### config.mk
export PLATFORM = sky130hd
export DESIGN_NAME = fwd_table
export DESIGN_NICKNAME = d
export VERILOG_FILES = /design/src/verilog/sec_tick.v /design/src/verilog/fwd_table.v
export VERILOG_INCLUDE_DIRS = /design/src /design/src/verilog
export SDC_FILE = /design/constraint.sdc
export NUM_CORES = 2
export LEC_CHECK = 0
export BUFFER_PORTS_ARGS = -buffer_cell sky130_fd_sc_hd__buf_4
export CORE_ASPECT_RATIO = 1.2
export CORE_MARGIN = 3
export CORE_UTILIZATION = 30
export CTS_BUF_LIST = sky130_fd_sc_hd__clkbuf_8 sky130_fd_sc_hd__clkbuf_16
export DETAILED_ROUTE_END_ITERATION = 8
export MAX_ROUTING_LAYER = met4
export SLEW_MARGIN = 20
export SYNTH_ARGS = -nofsm -noshare
export SYNTH_HDL_FRONTEND = slang
export SYNTH_SLANG_ARGS = --single-unit
export TNS_END_PERCENT = 30
### constraint.sdc
create_clock -name clk -period 13.45 [get_ports clk]
set_input_delay 2.0175 -clock clk [delete_from_list [all_inputs] [get_ports clk]]
set_output_delay 2.0175 -clock clk [all_outputs]
set_load 0.05 [all_outputs]
### src/verilog/fwd_table_regs.vh
// constants for the address forwarding table with aging
`ifndef FWD_TABLE_REGS_VH
`define FWD_TABLE_REGS_VH
// ----------------------------------------------------------------
// timing
// ----------------------------------------------------------------
`define CLK_HZ            25000000
// aging period after reset, 300 seconds
`define AGE_DEFAULT_S     16'h012C
`define AGE_SEC_CYCLES    (`CLK_HZ)
// ----------------------------------------------------------------
// field widths
// ----------------------------------------------------------------
`define ADDR_W            48
`define VLAN_W            12
`define AGE_W             16
`define BCAST_ADDR        48'hFFFFFFFFFFFF
`endif

### src/verilog/sec_tick.v
// one-cycle pulse once per second of the system clock
`timescale 1ns/1ps
`include "fwd_table_regs.vh"
module sec_tick #(
  parameter CYCLES = `AGE_SEC_CYCLES
) (
  // clock and reset
  input  wire clk,
  input  wire rst,
  // divided enable
  output reg  tick
);
  reg [31:0] count_reg;   // cycles within the current second

  // ------------------------------------------------------------
  // divider
  // ------------------------------------------------------------
  always @(posedge clk) begin
    if (rst) begin
      count_reg <= 32'h00000000;
      tick      <= 1'b0;
    end else if (count_reg >= CYCLES - 1) begin
      count_reg <= 32'h00000000;
      tick      <= 1'b1;
    end else begin
      count_reg <= count_reg + 32'h00000001;
      tick      <= 1'b0;
    end
  end
endmodule

### src/verilog/fwd_table.v
// layer-2 forwarding table with learning, aging, static and filter entries
// ----------------------------------------------------------------
// ----------------------------------------------------------------
`timescale 1ns/1ps
`include "fwd_table_regs.vh"
module fwd_table #(
  parameter ENTRIES = 16,                 // table depth
  parameter IDX_W   = 4,                  // log2 of depth
  parameter PORTS   = 20,                 // switch port count
  parameter PORT_W  = 5,                  // port number width
  parameter SEC_CYCLES = `AGE_SEC_CYCLES  // cycles per second
) (
  // clock and reset
  input  wire                 clk,
  input  wire                 rst,
  // frame descriptor from ingress
  input  wire                 frm_valid,
  output wire                 frm_ready,
  input  wire [`ADDR_W-1:0]   frm_dst,
  input  wire [`ADDR_W-1:0]   frm_src,
  input  wire [`VLAN_W-1:0]   frm_vlan,
  input  wire [PORT_W-1:0]    frm_port,
  // forwarding decision to egress
  output reg                  fwd_valid,
  output reg  [PORTS-1:0]     fwd_mask,
  output reg                  fwd_drop,
  output reg                  fwd_hit,
  // aging configuration
  input  wire                 age_wr,
  input  wire [`AGE_W-1:0]    age_val,
  output reg  [`AGE_W-1:0]    age_time_reg,
  // manual entry write (static or filter)
  input  wire                 cfg_wr,
  input  wire [IDX_W-1:0]     cfg_idx,
  input  wire                 cfg_valid,
  input  wire                 cfg_static,
  input  wire                 cfg_filter,
  input  wire [`ADDR_W-1:0]   cfg_addr,
  input  wire [`VLAN_W-1:0]   cfg_vlan,
  input  wire [PORT_W-1:0]    cfg_port,
  // status
  output reg  [IDX_W:0]       used_count
);
  // ------------------------------------------------------------
  // table storage
  // ------------------------------------------------------------
  reg [`ADDR_W-1:0] addr_mem   [0:ENTRIES-1]; // station address
  reg [`VLAN_W-1:0] vlan_mem   [0:ENTRIES-1]; // vlan number
  reg [PORT_W-1:0]  port_mem   [0:ENTRIES-1]; // egress port
  reg [`AGE_W-1:0]  age_mem    [0:ENTRIES-1]; // seconds since refresh
  reg [ENTRIES-1:0] valid_reg;                // entry in use
  reg [ENTRIES-1:0] static_reg;               // never aged
  reg [ENTRIES-1:0] filter_reg;               // discard on match
  reg [IDX_W-1:0]   repl_reg;                 // round-robin victim
  wire              sec_en;                   // one-second enable

  // the frame path takes one descriptor per cycle
  assign frm_ready = 1'b1;

  sec_tick #(
    .CYCLES (SEC_CYCLES)
  ) u_tick (
    .clk  (clk),
    .rst  (rst),
    .tick (sec_en)
  );

  // ------------------------------------------------------------
  // matching function
  // ------------------------------------------------------------
  // one entry against an address and vlan pair
  function hit_one;
    input               ok;  // entry in use
    input [`ADDR_W-1:0] ea;  // entry address
    input [`VLAN_W-1:0] ev;  // entry vlan
    input [`ADDR_W-1:0] a;   // looked-up address
    input [`VLAN_W-1:0] v;   // looked-up vlan
    begin
      hit_one = ok && ea == a && ev == v;
    end
  endfunction

  // lowest set bit index of a hit vector
  function [IDX_W-1:0] first;
    input [ENTRIES-1:0] h;
    integer k;
    begin
      first = {IDX_W{1'b0}};
      for (k = ENTRIES - 1; k >= 0; k = k - 1) begin
        if (h[k]) begin
          first = k[IDX_W-1:0];
        end
      end
    end
  endfunction

  // ------------------------------------------------------------
  // lookup combinational
  // ------------------------------------------------------------
  // table reads stay in the process so a learn or an expiry is seen
  // at once even when the descriptor fields do not change
  reg [ENTRIES-1:0] dst_hits;  // destination hit per entry
  reg [ENTRIES-1:0] src_hits;  // source hit per entry
  integer m;
  always @* begin
    dst_hits = {ENTRIES{1'b0}};
    src_hits = {ENTRIES{1'b0}};
    for (m = 0; m < ENTRIES; m = m + 1) begin
      dst_hits[m] = hit_one(valid_reg[m], addr_mem[m], vlan_mem[m],
                            frm_dst, frm_vlan);
      src_hits[m] = hit_one(valid_reg[m], addr_mem[m], vlan_mem[m],
                            frm_src, frm_vlan);
    end
  end
  wire [IDX_W-1:0]   dst_idx  = first(dst_hits);
  wire [IDX_W-1:0]   src_idx  = first(src_hits);
  wire               dst_hit  = |dst_hits;
  wire               src_hit  = |src_hits;
  wire               is_bcast = frm_dst == `BCAST_ADDR;
  wire               take     = frm_valid && frm_ready;

  // free slot search, else round-robin victim among dynamic entries
  reg [IDX_W-1:0] free_idx;
  reg             free_any;
  integer j;
  always @* begin
    free_idx = repl_reg;
    free_any = 1'b0;
    for (j = ENTRIES - 1; j >= 0; j = j - 1) begin
      if (!valid_reg[j]) begin
        free_idx = j[IDX_W-1:0];
        free_any = 1'b1;
      end
    end
  end
  // never overwrite a static or filter entry when learning
  wire learn_ok = free_any ||
                  !(static_reg[repl_reg] || filter_reg[repl_reg]);

  // ------------------------------------------------------------
  // forwarding decision
  // ------------------------------------------------------------
  reg [PORTS-1:0] flood;   // all ports but the ingress
  always @* begin
    flood = {PORTS{1'b1}};
    flood[frm_port] = 1'b0;
  end

  always @(posedge clk) begin
    if (rst) begin
      fwd_valid <= 1'b0;
      fwd_mask  <= {PORTS{1'b0}};
      fwd_drop  <= 1'b0;
      fwd_hit   <= 1'b0;
    end else begin
      fwd_valid <= take;
      if (take) begin
        if (is_bcast || !dst_hit) begin
          fwd_mask <= flood;
          fwd_drop <= 1'b0;
          fwd_hit  <= 1'b0;
        end else if (filter_reg[dst_idx]) begin
          fwd_mask <= {PORTS{1'b0}};
          fwd_drop <= 1'b1;
          fwd_hit  <= 1'b1;
        end else begin
          fwd_mask <= {{(PORTS-1){1'b0}}, 1'b1}
                      << port_mem[dst_idx];
          fwd_drop <= 1'b0;
          fwd_hit  <= 1'b1;
        end
        if (src_hit && filter_reg[src_idx]) begin
          fwd_mask <= {PORTS{1'b0}};
          fwd_drop <= 1'b1;
        end
      end
    end
  end

  // ------------------------------------------------------------
  // aging period setting
  // ------------------------------------------------------------
  always @(posedge clk) begin
    if (rst) begin
      age_time_reg <= `AGE_DEFAULT_S;
    end else if (age_wr) begin
      age_time_reg <= age_val;
    end
  end

  // ------------------------------------------------------------
  // table update: config, learning, aging
  // ------------------------------------------------------------
  integer i;
  always @(posedge clk) begin
    if (rst) begin
      valid_reg  <= {ENTRIES{1'b0}};
      static_reg <= {ENTRIES{1'b0}};
      filter_reg <= {ENTRIES{1'b0}};
      repl_reg   <= {IDX_W{1'b0}};
    end else begin
      // aging pass, once per second
      if (sec_en) begin
        for (i = 0; i < ENTRIES; i = i + 1) begin
          if (valid_reg[i] && !static_reg[i] && !filter_reg[i]) begin
            if (age_mem[i] + 16'h0001 >= age_time_reg) begin
              valid_reg[i] <= 1'b0;
            end else begin
              age_mem[i] <= age_mem[i] + 16'h0001;
            end
          end
        end
      end
      // learning from the source address
      if (take && src_hit) begin
        if (!static_reg[src_idx] && !filter_reg[src_idx]) begin
          age_mem[src_idx]   <= {`AGE_W{1'b0}};
          valid_reg[src_idx] <= 1'b1;
          port_mem[src_idx]  <= frm_port;
        end
      end else if (take && learn_ok) begin
        addr_mem[free_idx]   <= frm_src;
        vlan_mem[free_idx]   <= frm_vlan;
        port_mem[free_idx]   <= frm_port;
        age_mem[free_idx]    <= {`AGE_W{1'b0}};
        valid_reg[free_idx]  <= 1'b1;
        static_reg[free_idx] <= 1'b0;
        filter_reg[free_idx] <= 1'b0;
        if (!free_any) begin
          repl_reg <= repl_reg + {{(IDX_W-1){1'b0}}, 1'b1};
        end
      end else if (take) begin
        repl_reg <= repl_reg + {{(IDX_W-1){1'b0}}, 1'b1};
      end
      // manual write wins over learning on the same slot
      if (cfg_wr) begin
        addr_mem[cfg_idx]   <= cfg_addr;
        vlan_mem[cfg_idx]   <= cfg_vlan;
        port_mem[cfg_idx]   <= cfg_port;
        age_mem[cfg_idx]    <= {`AGE_W{1'b0}};
        valid_reg[cfg_idx]  <= cfg_valid;
        static_reg[cfg_idx] <= cfg_static;
        filter_reg[cfg_idx] <= cfg_filter;
      end
    end
  end

  // ------------------------------------------------------------
  // occupancy status
  // ------------------------------------------------------------
  integer c;
  reg [IDX_W:0] cnt;
  always @* begin
    cnt = {(IDX_W+1){1'b0}};
    for (c = 0; c < ENTRIES; c = c + 1) begin
      cnt = cnt + {{IDX_W{1'b0}}, valid_reg[c]};
    end
  end
  always @(posedge clk) begin
    if (rst) begin
      used_count <= {(IDX_W+1){1'b0}};
    end else begin
      used_count <= cnt;
    end
  end
endmodule

==> qor.csv <==
metric,value,unit
vias,83100,
Least-Margin Pin Slew,1.21,ns
port bufs,249,
Initial Util,30.2,%
Max Fanout on Critical Path,58,
startpoint type of the worst setup path,primary input,
Synth Instances,9396,
vias in the first global route,78100,
adder-cell area share of the yosys netlist,3.83,%
Main synth FF type,edfxtp_1,
final setup vio count,0,
syn avg cell area,10.3,sq um
area grow syn2layout,13.0,%
max cap viols,0,
WL/cell,37.4,microns
Total GRT Usage,31.4,%
RSZ-0062 raised after global routing,false,
Worst EP arrival,8.96,ns
core area,319000,sq um
Netlist cell types,95,
gr ovfl total,0,
Final WS setup,4.97,ns
TritonCTS clock tree,yes,
Peak VDD IR,0.000100,V
Layout Nets,9890,
area share of the largest cell type after synthesis,32.4,%
sequential share of the synthesized area,40.4,%
"count leader, synth",xnor2_1,
Peak Freq,0.118,GHz
number of fill cells in the layout,32600,
XOR/XNOR Fraction of Synth Area,18.9,%
synth top area cells,"edfxtp_1 (32%), xnor2_1 (12%), mux2_2 (9.9%), dfxtp_1 (8.0%), xor2_1 (7.4%)",
Die Span Y,627,microns
buffer depth of the longest clock path,4,
Largest regs,"addr_mem: 768 flops, age_mem: 256 flops, vlan_mem: 192 flops",
crit path kind,primary input to flip-flop,
Worst-Skew Late Latency,0.91,ns
post-synthesis compound-gate area fraction,6.01,%
"top cells by count, synth","xnor2_1 (1269), edfxtp_1 (1040), mux2_2 (850)",
"Req. time, crit path",13.93,ns
num rows,227,
Comb power frac,16.4,%
worst min path class,flip-flop to flip-flop,
Post-Synth Simple-Gate Area,17.0,%
async set or reset register ratio after synthesis,0,%
Die Width,523,microns
clock period minus worst slack,8.48,ns
CTS H-tree depth,4,
clk slew on worst S/H paths,0.06,ns
"EDFF count, synth",1040,
fraction of layout instances using a drive strength above 1,17.6,%
post-synth top area cell,edfxtp_1,
Final Slew Violations,0,
drc violations,0,
CTS resizes,0,
Setup crit end kind,flip-flop,
Post-Place Worst Slack,4.35,ns
LEAKAGE,37.1,nW
routability cong.,1.03,
final hold slack,0.456,ns
TritonCTS sink count,1425,
Yosys reg bits,1425,
setup TNS,0,ns
Post-DRT Antenna Nets,0,
register name with the most flops,addr_mem,
Pint,8.22,mW
largest net degree at the start of global routing,74,
Pre-Repair DR Iteration Count,6,
largest family of logic cells by synthesized area,XOR/XNOR gates,
max reg flops,768,
Synth Warn #,0,
hpwl dp,345,mm
drt first-iter violations,13000,
crit share post-route,63.1,%
pwr dens,108,nW/um^2
post-synthesis mux area share,10.6,%
wire length of the first global-routing pass,687,mm
Sw Ratio,30.2,%
total CTS buffers,178,
Vias/cell,5.99,
Post-Syn Area,96400,sq um
clk_skew,0.0829,ns
Seq pwr share,42.2,%
final wirelength,519,mm
status,"complete, no violations",
max_slew headroom,19.1,%
final hold violation count,0,
initial antenna violation count,86,
Post-CTS Setup Bufs,0,
hold-fix buffers at CTS,0,
die area,328000,sq um
I/O pin total,251,
power share of the clock group,41.4,%
CTS Root Cell,clkbuf_16,
switching power of the nets,3.56,mW
## layer usage
layer / global-route usage (%) / routed length (microns) / vias to the layer above
met5: - / 0 / -
met4: 25.0 / 49000 / 0
met3: 7.80 / 57100 / 1938
met2: 46.8 / 228000 / 6119
met1: 35.8 / 184000 / 40900
li1: - / - / 34100
## path summary, 6_finish.rpt
path              cells after the start                  end                 from  slack, ns
hold / removal                        1  u_tick.count_reg[0]  u_tick.count_reg[0]       0.46
hold reg to reg                       1  u_tick.count_reg[0]  u_tick.count_reg[0]       0.46
setup / recovery                     16       vlan_mem[4][6]          frm_src[20]       4.97
setup reg to reg                     11       vlan_mem[4][6]       addr_mem[2][3]       6.31
## power groups by stage
stage / clock network [mW] / logic, mW / registers [mW]
floorplan: 0 / 1.02 / 5.05
global placement: 0 / 1.85 / 5.05
detailed placement: 0 / 1.85 / 5.05
CTS: 4.92 / 1.86 / 4.96
global route: 5.07 / 1.99 / 4.97
finish: 4.88 / 1.93 / 4.96
## cell usage in the layout (no fill, tap or decap), types with 116 or more instances in the layout
master,instances
and3_1,116
ha_1,279
xor2_1,811
dfxtp_1,384
nand3_1,174
nor2b_1,258
xnor2_1,1269
buf_4,431
o21ai_0,255
nor4_1,383
edfxtp_1,1040
nand2_1,548
mux2_2,850
nor2_1,584
clkbuf_16,181
nand4_1,525
inv_1,194
## critical path: stages
cell     delay [ns]
buf_4          0.27
buf_4          0.60
xor2_1         0.18
or4_1          0.50
or4_1          0.50
or4_1          0.71
o21ai_0        0.68
nor4_1         0.10
and4_1         0.42
and2_1         0.30
inv_1          0.08
nor2_1         0.09
nor2_2         0.86
nand2_1        0.41
o22ai_4        0.32
buf_4          0.76
## cell families (layout without fill, tap and decap cells)
logic type               Yosys count  in the layout
other                              2            118
AND/OR/NAND/NOR                 3067           3067
AO/OA/AOI/OAI                    836            836
multiplexers                     908            908
buffers and inverters            789            918
adder cells (fa/ha/maj)          289            289
flip-flops                      1425           1425
XOR/XNOR                        2080           2080
## through the flow
| step | std cells | utilization [%] | power [mW] | instance area [sq um] |
|---|---|---|---|---|
| floorplan | 9402 | - | 6.07 | 96400 |
| CTS | 13800 | 34.0 | 11.7 | 109000 |
| global route | 13800 | 34.1 | 12.0 | 109000 |
| detailed placement | 13400 | 32.3 | 6.90 | 103000 |
| global placement | 13400 | 32.2 | 6.91 | 103000 |
| finish | 13900 | 34.1 | 11.8 | 109000 |
## cell type report
type,instances,area (sq um),area share (%)
clock inverter,117,896,0.822
inverter,165,619,0.568
multi-input combinational,7188,54800,50.3
clock buffer,199,4780,4.38
sequential,1425,38900,35.7
timing repair buffer,437,3320,3.05
tap,4236,5300,4.86
antenna,110,275,0.253
Note: power is estimated with default switching activity, not from simulation.
